===== config.mk =====
export PLATFORM = sky130hd
export DESIGN_NAME = msr_responder
export DESIGN_NICKNAME = d
export VERILOG_FILES = /design/src/rtl/msr_pkg.sv /design/src/rtl/msr_flush_if.sv /design/src/rtl/msr_flush.sv /design/src/rtl/msr_responder.sv
export VERILOG_INCLUDE_DIRS = /design/src /design/src/rtl
export SDC_FILE = /design/constraint.sdc
export NUM_CORES = 1
export LEC_CHECK = 0
export BUFFER_PORTS_ARGS = -buffer_cell sky130_fd_sc_hd__buf_2
export CAP_MARGIN = 20
export CORE_MARGIN = 10
export CORE_UTILIZATION = 60
export DETAILED_ROUTE_END_ITERATION = 8
export PLACE_DENSITY = 0.82
export SKIP_LAST_GASP = 1
export SYNTH_ARGS = -nofsm -noshare
export SYNTH_HDL_FRONTEND = slang
export SYNTH_SLANG_ARGS = --single-unit

===== constraint.sdc =====
create_clock -name pclk -period 6.2 [get_ports pclk]
set_clock_uncertainty 0.2 [all_clocks]
set_input_delay 0.62 -clock pclk [delete_from_list [all_inputs] [get_ports pclk]]
set_output_delay 0.62 -clock pclk [all_outputs]
set_load 0.005 [all_outputs]

===== src/rtl/msr_defs.svh =====
// Constants of the mode-sense page-format responder: offsets, fields, codes, counts.
// Included by the package; holds definitions only.
`ifndef MSR_DEFS_SVH
`define MSR_DEFS_SVH

// APB register byte offsets
`define MSR_CMD_OFS 8'h00
`define MSR_CFG_OFS 8'h04
`define MSR_STAT_OFS 8'h08

// Command register fields
`define MSR_CMD_PAGE 5:0
`define MSR_CMD_SUPP 8
`define MSR_CMD_ALLOC 23:16
`define MSR_CMD_GO 31

// Configuration register fields and reset values
`define MSR_CFG_PERMIT 0
`define MSR_CFG_BMODE 6:4
`define MSR_CFG_WDELAY 23:8
`define MSR_BM_UNBUF 3'h0
`define MSR_BM_BUF 3'h1
`define MSR_WDELAY_RST 16'h0000

// Status register fields
`define MSR_STAT_BUSY 0
`define MSR_STAT_CHK 1
`define MSR_STAT_SKEY 7:4
`define MSR_STAT_ASC 15:8
`define MSR_STAT_DLEN 23:16
`define MSR_STAT_SENT 31:24

// Response layout
`define MSR_HDR_LEN 8'h04
`define MSR_DESC_LEN 8'h08
`define MSR_NO_DESC 8'h00
`define MSR_DLEN_BASE 8'h03
`define MSR_SPEED 4'h0
`define MSR_PG_ALL 6'h3f
`define MSR_LAST_PIDX 4'h8

// Page codes in all-pages order, with body lengths in bytes
`define MSR_PC_ERR 6'h01
`define MSR_PC_DISC 6'h02
`define MSR_PC_CTRL 6'h0a
`define MSR_PC_COMP 6'h0f
`define MSR_PC_CONF 6'h10
`define MSR_PC_PART 6'h11
`define MSR_PC_VU1 6'h20
`define MSR_PC_VU2 6'h21
`define MSR_PC_CST 6'h22
`define MSR_PL_ERR 8'h09
`define MSR_PL_DISC 8'h0c
`define MSR_PL_CTRL 8'h08
`define MSR_PL_COMP 8'h10
`define MSR_PL_CONF 8'h0f
`define MSR_PL_PART 8'h0a
`define MSR_PL_VU 8'h06
`define MSR_PL_CST 8'h0d

// Sense answers
`define MSR_SK_NONE 4'h0
`define MSR_SK_ILLEGAL 4'h5
`define MSR_ASC_NONE 8'h00
`define MSR_ASC_PLL 8'h1a

// Tape commands that flush the write buffer
`define MSR_OP_REWIND 8'h01
`define MSR_OP_WFM 8'h10
`define MSR_OP_SPACE 8'h11
`define MSR_OP_ERASE 8'h19
`define MSR_OP_LOAD 8'h1b
`define MSR_OP_LOCATE 8'h2b

// Write delay unit and clock rate
`define MSR_WDT_UNIT_MS 100
`define MSR_CLK_NS 5
`define MSR_TICK_CYC (`MSR_WDT_UNIT_MS * 1000000 / `MSR_CLK_NS)

`endif


===== src/rtl/msr_pkg.sv =====
// Types of the mode-sense page-format responder.
// Assumes msr_defs.svh on the include path.
`include "msr_defs.svh"

package msr_pkg;

	typedef enum logic [1:0] {
		MSR_IDLE = 2'b00,
		MSR_EVAL = 2'b01,
		MSR_SEND = 2'b10,
		MSR_FIN = 2'b11
	} msr_state_t;

	typedef struct packed {
		logic [24:0] tick_cnt;
		logic tick;
		logic [15:0] wd_cnt;
		logic flush;
		logic status_ret;
	} msr_flush_st_t;

endpackage


===== src/rtl/msr_flush_if.sv =====
// Links the responder to its write-buffer flush controller.
// Both ends run on pclk.
`timescale 1ns/100ps

interface msr_flush_if;
	logic [2:0] bmode;
	logic [15:0] wdelay;
	logic unload_btn;
	logic flush;
	logic status_ret;

	modport ctl (output bmode, output wdelay, output unload_btn, input flush, input status_ret);
	modport fl (input bmode, input wdelay, input unload_btn, output flush, output status_ret);
endinterface // msr_flush_if


===== src/rtl/msr_flush.sv =====
// Buffered-write flush and status-return controller.
// Assumes command, buffer and tape events are pclk-synchronous pulses or levels.
`timescale 1ns/100ps
`include "msr_defs.svh"

module msr_flush import msr_pkg::*; #(
	parameter int TICK_CYCLES = `MSR_TICK_CYC
) (
	// Clock and reset
	input wire logic pclk,
	input wire logic presetn,
	// Drive events
	input wire logic cmd_valid,
	input wire logic [7:0] cmd_opcode,
	input wire logic cmd_immed,
	input wire logic cmd_reverse,
	input wire logic motion_thr,
	input wire logic held_data,
	input wire logic last_block_in,
	input wire logic tape_written,
	// Link to responder
	msr_flush_if.fl fi
);

	msr_flush_st_t s, n;
	logic buffered;
	logic cmd_flush;

	always_comb begin
		n = s;
		buffered = (fi.bmode == `MSR_BM_BUF);
		cmd_flush = 1'b0;
		if (cmd_valid) begin
			case (cmd_opcode)
				`MSR_OP_REWIND, `MSR_OP_SPACE, `MSR_OP_ERASE, `MSR_OP_LOAD: cmd_flush = 1'b1; // [RULE_17]
				`MSR_OP_WFM: cmd_flush = !cmd_immed; // [RULE_17]
				`MSR_OP_LOCATE: cmd_flush = cmd_reverse; // [RULE_17]
				default: cmd_flush = 1'b0;
			endcase
		end
		// Write delay time base
		n.tick = 1'b0;
		if (s.tick_cnt == 25'(TICK_CYCLES - 1)) begin
			n.tick_cnt = '0;
			n.tick = 1'b1;
		end else begin
			n.tick_cnt = s.tick_cnt + 25'h1;
		end
		n.flush = 1'b0;
		if (!held_data || !buffered) begin
			n.wd_cnt = '0;
		end else if (s.tick && fi.wdelay != 16'h0000) begin // [RULE_18]
			n.wd_cnt = s.wd_cnt + 16'h1;
		end
		if (buffered && held_data) begin
			if (motion_thr || fi.unload_btn || cmd_flush) begin
				n.flush = 1'b1; // [RULE_17]
			end else if (fi.wdelay != 16'h0000 && s.wd_cnt >= fi.wdelay) begin
				n.flush = 1'b1; // [RULE_17] [RULE_18]
			end
		end
		if (n.flush) begin
			n.wd_cnt = '0;
		end
		n.status_ret = buffered ? last_block_in : tape_written; // [RULE_19]
	end

	always_ff @(posedge pclk or negedge presetn) begin
		if (!presetn) begin
			s <= '0;
		end else begin
			s <= n;
		end
	end

	assign fi.flush = s.flush;
	assign fi.status_ret = s.status_ret;

endmodule // msr_flush


===== src/rtl/msr_responder.sv =====
// Mode-sense page-format responder: APB registers, response byte stream, flush control.
// Assumes a pclk-synchronous stream sink; write-protect and unload button are raw pins.
//
// Notes on behaviour
// RULE_01 - Nonzero page code: header, optional descriptor, then one page or all pages.
// RULE_02 - Initiator allocates header, descriptor and page bytes; compression needs 1Ch/14h.
// RULE_03 - Page body lengths: 9, 12, 8, 16, 15, 10, 6, 6, 13 bytes.
// RULE_04 - Allocation length FFh is never an error; all-pages requests use it.
// RULE_05 - The 8-byte descriptor is sent only when the suppress flag is clear.
// RULE_06 - A non-empty transfer carries the full 4-byte header first; an allocation below 4 sends only that many header bytes.
// RULE_07 - Initiator allocates at least the total response byte count.
// RULE_08 - Allocation length zero sends nothing and is no error.
// RULE_09 - Truncation disallowed: send what fits, then illegal request, length error.
// RULE_10 - Truncation permitted: send what fits, partial page included, no error.
// RULE_11 - Header: length, medium type, protect/buffer mode/speed, descriptor length.
// RULE_12 - Data length is 03h plus selected bytes, independent of allocation length.
// RULE_13 - Medium type byte encodes the loaded tape length code.
// RULE_14 - A mis-sized long cartridge may report the shorter code until resized.
// RULE_15 - Write-protect bit is 1 for a protected cartridge, else 0.
// RULE_16 - Buffer mode 000b unbuffered, 001b buffered, 001b after reset.
// RULE_17 - Buffered data flushes on threshold, unload, delay or listed tape commands.
// RULE_18 - Write delay of zero never flushes on elapsed time.
// RULE_19 - Status returns at buffer entry when buffered, at tape write otherwise.
// RULE_20 - Speed field always reads zero.
// RULE_21 - Descriptor length byte is only 00h or 08h.
// RULE_22 - Page code zero with suppress flag set is an illegal request.
// RULE_23 - All pages go out in fixed order, error recovery to compression status.
// RULE_24 - Descriptor length is 08h when included, 00h when suppressed.
// RULE_25 - Sending stops when the allocation length count is reached.
//
// The implementer's own choices: the register offsets and register access over APB.
`timescale 1ns/100ps
`include "msr_defs.svh"

module msr_responder import msr_pkg::*; #(
	parameter int TICK_CYCLES = `MSR_TICK_CYC
) (
	// Clock and reset
	input wire logic pclk,
	input wire logic presetn,
	// APB slave
	input wire logic psel,
	input wire logic penable,
	input wire logic pwrite,
	input wire logic [7:0] paddr,
	input wire logic [31:0] pwdata,
	output logic [31:0] prdata,
	output logic pready,
	output logic pslverr,
	// Response byte stream
	output logic [7:0] out_data,
	output logic out_valid,
	output logic out_last,
	output logic [5:0] out_page,
	input wire logic out_ready,
	// Command completion
	output logic cmd_done,
	output logic check_cond,
	// Drive state
	input wire logic [7:0] medium_code,
	input wire logic wp_pin,
	input wire logic unload_pin,
	// Tape write path
	input wire logic cmd_valid,
	input wire logic [7:0] cmd_opcode,
	input wire logic cmd_immed,
	input wire logic cmd_reverse,
	input wire logic motion_thr,
	input wire logic held_data,
	input wire logic last_block_in,
	input wire logic tape_written,
	output logic buf_flush,
	output logic status_ret
);

	typedef struct packed {
		msr_state_t st;
		logic [5:0] page;
		logic supp;
		logic [7:0] alloc;
		logic permit;
		logic [2:0] bmode;
		logic [15:0] wdelay;
		logic [7:0] cnt;
		logic [7:0] sendn;
		logic [7:0] dlen;
		logic trunc;
		logic [3:0] pidx;
		logic [3:0] pend;
		logic [7:0] poff;
		logic [7:0] out_data;
		logic out_valid;
		logic out_last;
		logic [5:0] out_page;
		logic done;
		logic chk;
		logic [3:0] skey;
		logic [7:0] asc;
		logic [31:0] prdata;
		logic pready;
		logic pslverr;
		logic wp_m;
		logic wp_s;
		logic ub_m;
		logic ub_s;
		logic flush;
		logic sret;
	} msr_top_st_t;

	msr_top_st_t s, n;
	msr_flush_if fi ();

	// Page code for a position in the all-pages order
	function automatic logic [5:0] pg_code(input logic [3:0] i);
		case (i)
			4'h0: pg_code = `MSR_PC_ERR;
			4'h1: pg_code = `MSR_PC_DISC;
			4'h2: pg_code = `MSR_PC_CTRL;
			4'h3: pg_code = `MSR_PC_COMP;
			4'h4: pg_code = `MSR_PC_CONF;
			4'h5: pg_code = `MSR_PC_PART;
			4'h6: pg_code = `MSR_PC_VU1;
			4'h7: pg_code = `MSR_PC_VU2;
			default: pg_code = `MSR_PC_CST;
		endcase
	endfunction

	// Body length for a position in the all-pages order
	function automatic logic [7:0] pg_len(input logic [3:0] i);
		case (i)
			4'h0: pg_len = `MSR_PL_ERR; // [RULE_03]
			4'h1: pg_len = `MSR_PL_DISC;
			4'h2: pg_len = `MSR_PL_CTRL;
			4'h3: pg_len = `MSR_PL_COMP;
			4'h4: pg_len = `MSR_PL_CONF;
			4'h5: pg_len = `MSR_PL_PART;
			4'h6, 4'h7: pg_len = `MSR_PL_VU;
			default: pg_len = `MSR_PL_CST;
		endcase
	endfunction

	logic [3:0] req_idx;
	logic req_ok;
	logic [7:0] body;
	logic [7:0] total;
	logic [7:0] desc;
	logic [7:0] byte_q;
	logic emit;
	logic wr_acc;

	always_comb begin
		n = s;
		req_idx = 4'h0;
		req_ok = 1'b0;
		body = 8'h00;
		total = 8'h00;
		desc = 8'h00;
		byte_q = 8'h00;
		emit = 1'b0;
		wr_acc = psel && penable && s.pready && pwrite && !s.pslverr;

		// Pin synchronisers
		n.wp_m = wp_pin;
		n.wp_s = s.wp_m;
		n.ub_m = unload_pin;
		n.ub_s = s.ub_m;
		n.flush = fi.flush;
		n.sret = fi.status_ret;
		n.done = 1'b0;

		// APB: answer in the first access cycle
		n.pready = 1'b0;
		n.pslverr = 1'b0;
		if (psel && !penable && !s.pready) begin
			n.pready = 1'b1;
			n.prdata = 32'h0000_0000;
			case (paddr)
				`MSR_CMD_OFS: begin
					n.prdata[`MSR_CMD_PAGE] = s.page;
					n.prdata[`MSR_CMD_SUPP] = s.supp;
					n.prdata[`MSR_CMD_ALLOC] = s.alloc;
				end
				`MSR_CFG_OFS: begin
					n.prdata[`MSR_CFG_PERMIT] = s.permit;
					n.prdata[`MSR_CFG_BMODE] = s.bmode;
					n.prdata[`MSR_CFG_WDELAY] = s.wdelay;
				end
				`MSR_STAT_OFS: begin
					n.prdata[`MSR_STAT_BUSY] = (s.st != MSR_IDLE);
					n.prdata[`MSR_STAT_CHK] = s.chk;
					n.prdata[`MSR_STAT_SKEY] = s.skey;
					n.prdata[`MSR_STAT_ASC] = s.asc;
					n.prdata[`MSR_STAT_DLEN] = s.dlen;
					n.prdata[`MSR_STAT_SENT] = s.cnt;
				end
				default: n.pslverr = 1'b1;
			endcase
		end
		if (wr_acc && paddr == `MSR_CFG_OFS) begin
			n.permit = pwdata[`MSR_CFG_PERMIT];
			n.bmode = pwdata[`MSR_CFG_BMODE]; // [RULE_16]
			n.wdelay = pwdata[`MSR_CFG_WDELAY];
		end
		// A new command is taken only while idle
		if (wr_acc && paddr == `MSR_CMD_OFS && s.st == MSR_IDLE) begin
			n.page = pwdata[`MSR_CMD_PAGE];
			n.supp = pwdata[`MSR_CMD_SUPP];
			n.alloc = pwdata[`MSR_CMD_ALLOC];
			if (pwdata[`MSR_CMD_GO]) begin
				n.st = MSR_EVAL;
				n.chk = 1'b0;
				n.skey = `MSR_SK_NONE;
				n.asc = `MSR_ASC_NONE;
				n.cnt = 8'h00;
			end
		end

		case (s.st)
			MSR_IDLE: begin
			end
			MSR_EVAL: begin
				for (int i = 0; i <= 8; i++) begin
					if (pg_code(4'(i)) == s.page) begin
						req_idx = 4'(i);
						req_ok = 1'b1;
					end
				end
				if (s.page == `MSR_PG_ALL) begin
					for (int i = 0; i <= 8; i++) begin
						body = body + pg_len(4'(i));
					end
				end else begin
					body = pg_len(req_idx);
				end
				desc = s.supp ? `MSR_NO_DESC : `MSR_DESC_LEN; // [RULE_05] [RULE_24]
				total = `MSR_HDR_LEN + desc + body;
				if (!req_ok && s.page != `MSR_PG_ALL) begin
					// Page zero with suppress set, or an unsupported code
					n.chk = 1'b1; // [RULE_22]
					n.skey = `MSR_SK_ILLEGAL; // [RULE_22]
					n.asc = `MSR_ASC_NONE;
					n.dlen = 8'h00;
					n.st = MSR_FIN;
				end else begin
					n.dlen = total - `MSR_DLEN_BASE + `MSR_DLEN_BASE - 8'h01; // [RULE_12]
					// Allocation length caps the byte count; FFh covers everything
					n.sendn = (s.alloc < total) ? s.alloc : total; // [RULE_25] [RULE_04]
					n.trunc = (s.alloc != 8'h00) && (s.alloc < total) && !s.permit; // [RULE_09] [RULE_10] [RULE_08]
					n.pidx = (s.page == `MSR_PG_ALL) ? 4'h0 : req_idx; // [RULE_01]
					n.pend = (s.page == `MSR_PG_ALL) ? `MSR_LAST_PIDX : req_idx; // [RULE_23]
					n.poff = 8'h00;
					n.st = (s.alloc == 8'h00) ? MSR_FIN : MSR_SEND; // [RULE_08]
				end
			end
			MSR_SEND: begin
				if (s.out_valid && out_ready && s.out_last) begin
					n.out_valid = 1'b0;
					n.out_last = 1'b0;
					n.st = MSR_FIN;
				end else if (!s.out_valid || out_ready) begin
					emit = 1'b1;
				end
				if (emit) begin
					desc = s.supp ? `MSR_NO_DESC : `MSR_DESC_LEN;
					// Header first, then descriptor, then page bodies
					if (s.cnt < `MSR_HDR_LEN) begin // [RULE_06]
						case (s.cnt[1:0])
							2'h0: byte_q = s.dlen; // [RULE_11] [RULE_12]
							2'h1: byte_q = medium_code; // [RULE_11] [RULE_13] [RULE_14]
							2'h2: byte_q = {s.wp_s, s.bmode, `MSR_SPEED}; // [RULE_15] [RULE_20]
							default: byte_q = desc; // [RULE_21] [RULE_24]
						endcase
						n.out_page = 6'h00;
					end else if (s.cnt < `MSR_HDR_LEN + desc) begin
						byte_q = 8'h00; // [RULE_05]
						n.out_page = 6'h00;
					end else begin
						byte_q = 8'h00;
						n.out_page = pg_code(s.pidx); // [RULE_23]
						if (s.poff == pg_len(s.pidx) - 8'h01) begin
							n.poff = 8'h00;
							if (s.pidx != s.pend) begin
								n.pidx = s.pidx + 4'h1; // [RULE_23]
							end
						end else begin
							n.poff = s.poff + 8'h01;
						end
					end
					n.out_data = byte_q;
					n.out_valid = 1'b1;
					n.out_last = (s.cnt + 8'h01 == s.sendn); // [RULE_25]
					n.cnt = s.cnt + 8'h01;
				end
			end
			MSR_FIN: begin
				if (s.trunc) begin
					n.chk = 1'b1; // [RULE_09]
					n.skey = `MSR_SK_ILLEGAL; // [RULE_09]
					n.asc = `MSR_ASC_PLL; // [RULE_09]
				end
				n.trunc = 1'b0;
				n.done = 1'b1;
				n.st = MSR_IDLE;
			end
			default: n.st = MSR_IDLE;
		endcase
	end

	always_ff @(posedge pclk or negedge presetn) begin
		if (!presetn) begin
			s <= '0;
			s.st <= MSR_IDLE;
			s.bmode <= `MSR_BM_BUF; // [RULE_16]
			s.wdelay <= `MSR_WDELAY_RST;
		end else begin
			s <= n;
		end
	end

	assign fi.bmode = s.bmode;
	assign fi.wdelay = s.wdelay;
	assign fi.unload_btn = s.ub_s;

	msr_flush #(
		.TICK_CYCLES(TICK_CYCLES)
	) u_flush (
		.pclk(pclk),
		.presetn(presetn),
		.cmd_valid(cmd_valid),
		.cmd_opcode(cmd_opcode),
		.cmd_immed(cmd_immed),
		.cmd_reverse(cmd_reverse),
		.motion_thr(motion_thr),
		.held_data(held_data),
		.last_block_in(last_block_in),
		.tape_written(tape_written),
		.fi(fi)
	);

	assign prdata = s.prdata;
	assign pready = s.pready;
	assign pslverr = s.pslverr;
	assign out_data = s.out_data;
	assign out_valid = s.out_valid;
	assign out_last = s.out_last;
	assign out_page = s.out_page;
	assign cmd_done = s.done;
	assign check_cond = s.chk;
	assign buf_flush = s.flush;
	assign status_ret = s.sret;

endmodule // msr_responder


==> flow_summary.yaml <==
clock_network:
  cts_resized: 0
  clk_path_buf_depth: 2
  post-cts-setup-buffer-count: 0
  numCtsBuffers: 17
  cts_hold_buf: 0
  htree_levels: 4
  cts.sinks: 192
  clk_pin_slew_ns: 0.08
  clock_latency_ns: 0.44
  cts_tree: "built"
  root_buffer: "clkbuf_16"
cells_and_area:
  final_cells: 1359
  synthToLayoutAreaGrowth_pct: 9.54
  fin_area_mm2: 0.0114
  nNetsFinal: 1237
  n_antenna_cell: 0
  drive_above_1_share_pct: 16.7
drt:
  drt_iter0_drc: 707
  dr_total_vias: 8075
  routed_wl_mm: 25.1
  avgRoutedWirePerCell_um: 18.5
  antenna_left: 0
  remaining_drc_errors: 0
  dr.pass1.iters: 5
  viasPerCell: 5.94
synthesis:
  seq_area_frac_synth_pct: 46.1
  synth_mux_area_share_pct: 3.99
  netlist_area_mm2: 0.0104
  yosys_warnings: 0
  synth_top_area_share_pct: 45.9
  yosys.area_share.xor_xnor_pct: 5.79
  synthCells: 1078
  synth_area_leaders: "dfrtp_1 46%, ha_1 5.3%, nand2_1 4.6%"
  synth-edff-count: 0
  synth_compound_area_share_pct: 13.1
  synthAdderAreaFrac_pct: 5.47
  synth_top_family_by_area: "simple AND/OR/NAND/NOR gates"
  synth_nets: 1194
  yosysMostFrequentCell: "dfrtp_1"
  ys_ff_latch: 192
  synth_ff_type: "dfrtp_1"
  yosysUniqueCellTypes: 74
  synth.largest_area_cell: "dfrtp_1"
  async_flop_share_pct: 100
  syn_avg_cell_area_um2: 9.67
  yosys.area_share.simple_pct: 18.1
  yosys-top-cells-count: "191 x dfrtp_1, 129 x nand2_1, 81 x o21ai_0"
place:
  dpl_cell_area_mm2: 0.0108
  dp.cells: 1326
  pre_cts_ws_ns: 1.34
  gp_congestion: 0.898
  dp_hpwl_mm: 18.0
  io_buffers: 116
sta:
  fin_hold_ws_ns: -0.0247
  fin_ws_ns: 1.25
  relSlewSlack_pct: 24.6
  maxSlewViolCount: 0
  finalSetupViolCount: 0
  max_clock_freq_ghz: 0.202
  hold_violations: 17
  finalCritPeriodShare_pct: 79.9
  fin_tns_setup_ns: 0
  grt_setup_unrepaired: "no"
  max_slew.worst_pin.slew_ns: 1.12
  fin_crit_ns: 4.95
setup_path:
  path_class: "flop to flop"
  crit_chain: "nor3_1 > and2_1 > o21ai_0 > a21oi_1 > a21o_1 > o21ai_0 > inv_1 > fa_1 > xor2_2 > ha_1 > nand3_1 > nor4b_1 > a2bb2oi_1 > mux2i_1 > o21ai_0"
  path_max_fanout: 15
  crit_top_cell: "o21ai_0"
  critPathCaptureType: "flop"
  worstSetupStartpointType: "flop"
  required_ns: 6.30
  cpPeakStageDelay_ns: 0.88
  cp_slowest_cell: "a2bb2oi_1"
  cp.arrival_ns: 5.05
global_routing:
  gr-total-overflow: 0
  grt_max_degree: 135
  grt_pass1_wl_mm: 40.6
  grt_pass1_vias: 7989
  grt_antenna_before_repair: 1
  grt_usage_pct: 22.1
power:
  power_leakage_nw: 5.50
  p_per_area_mw_per_mm2: 287
  peakVddDrop_mv: 0.236
  power_mw: 3.27
floorplan:
  core_mm2: 0.0172
  die_area_mm2: 0.0230
  initial_core_util_pct: 60.7
  ios: 125
  die_h_um: 152
  rows: 48
  die_w_um: 152
worst_hold_path:
  hp-class: "primary input to asynchronous set/reset pin"
flow_run:
  maxCapViolCount: 0
status:
  status: "finished with violations"
  violations: "hold timing"
state kept, by name, indices dropped and copies added, names as in the netlist, 2 cells and up, named ones only:
signal     count
s             71
u_flush.s     42
prdata        32
fi.wdelay     16
out_data       8
out_page       6
fi.bmode       3
n              2
area by class of cell:
type                    count  area [um^2]
repair buffers            123          662
inverters                  49          184
flip-flops and latches    192         4810
clock buffers              18          439
well taps                 225          282
multi-input cells         738         4850
clock inverters            14          195
fillers                  1328         5760
stage by stage:
| stage | hold WS [ns] | util [%] |
|---|---|---|
| 2_1_floorplan | 0.124 | - |
| 3_3_place_gp | 0.133 | 62.6 |
| 3_5_place_dp | 0.137 | 62.6 |
| 4_1_cts | 0.0734 | 66.3 |
| 5_1_grt | 0.00528 | 66.5 |
| 6_report | -0.0247 | 66.5 |
path summary, 6_finish.rpt:
kind / start / end / slack, ns / depth (start not counted)
worst max-delay path: s[142] / s[99] / 1.25 / 15
max in group asynchronous: presetn / s[94] / 4.62 / 2
worst min register to register: u_flush.fi.flush / buf_flush / 0.15 / 0
worst max register to register: s[142] / s[99] / 1.25 / 15
min in group pclk: unload_pin / n[2] / 0.08 / 1
worst min-delay path: presetn / n[4] / -0.02 / 1
where the power goes:
part | internal (mW) | total, mW | switching (mW)
combinational | 0.257 | 0.629 | 0.372
sequential | 1.34 | 1.47 | 0.124
clock | 0.662 | 1.18 | 0.518
per-layer routing:
| layer | track usage, % | routed length, um | vias to the layer above |
|---|---|---|---|
| met1 | 28.8 | 10600 | 3911 |
| li1 | - | - | 3804 |
| met5 | 0 | 7 | - |
| met3 | 4.96 | 2080 | 49 |
| met2 | 35.7 | 11800 | 309 |
| met4 | 7.82 | 626 | 2 |
critical path, delay by kind of cell (launching register included):
family                     cells  cell delay, ns
adders and majority gates      2            0.74
and+or+nand+nor                4            0.82
DFF                            1            0.69
AOI/OAI and AO/OA              6            1.76
xor gates and xnor gates       1            0.22
muxes                          1            0.29
buffers and inverters          1            0.11
placed cells by master (no fill, tap or decap), drive strengths merged, types with 6 or more instances in the layout:
| master | count |
|---|---|
| a21oi | 20 |
| nor3 | 15 |
| nand2b | 9 |
| nor4 | 12 |
| and3 | 18 |
| dfrtp | 191 |
| a31oi | 6 |
| ha | 44 |
| o31ai | 9 |
| inv | 55 |
| a22o | 18 |
| buf | 122 |
| nand2 | 129 |
| and4 | 7 |
| clkbuf | 19 |
| nand4 | 19 |
| nor2 | 80 |
| o21ai | 83 |
| xnor2 | 35 |
| mux2i | 19 |
| a221oi | 9 |
| mux2 | 20 |
| nor2b | 11 |
| and2 | 20 |
| xor2 | 33 |
| nand3 | 45 |
cell families (layout without fill, tap and decap cells):
group	Yosys count	after routing
buffers and inverters	148	204
and+or+nand+nor	384	384
AOI/OAI and AO/OA	202	202
muxes	39	39
DFF	192	192
xor gates and xnor gates	68	68
adders and majority gates	45	45
No activity file was read; power rests on OpenSTA's default activity.
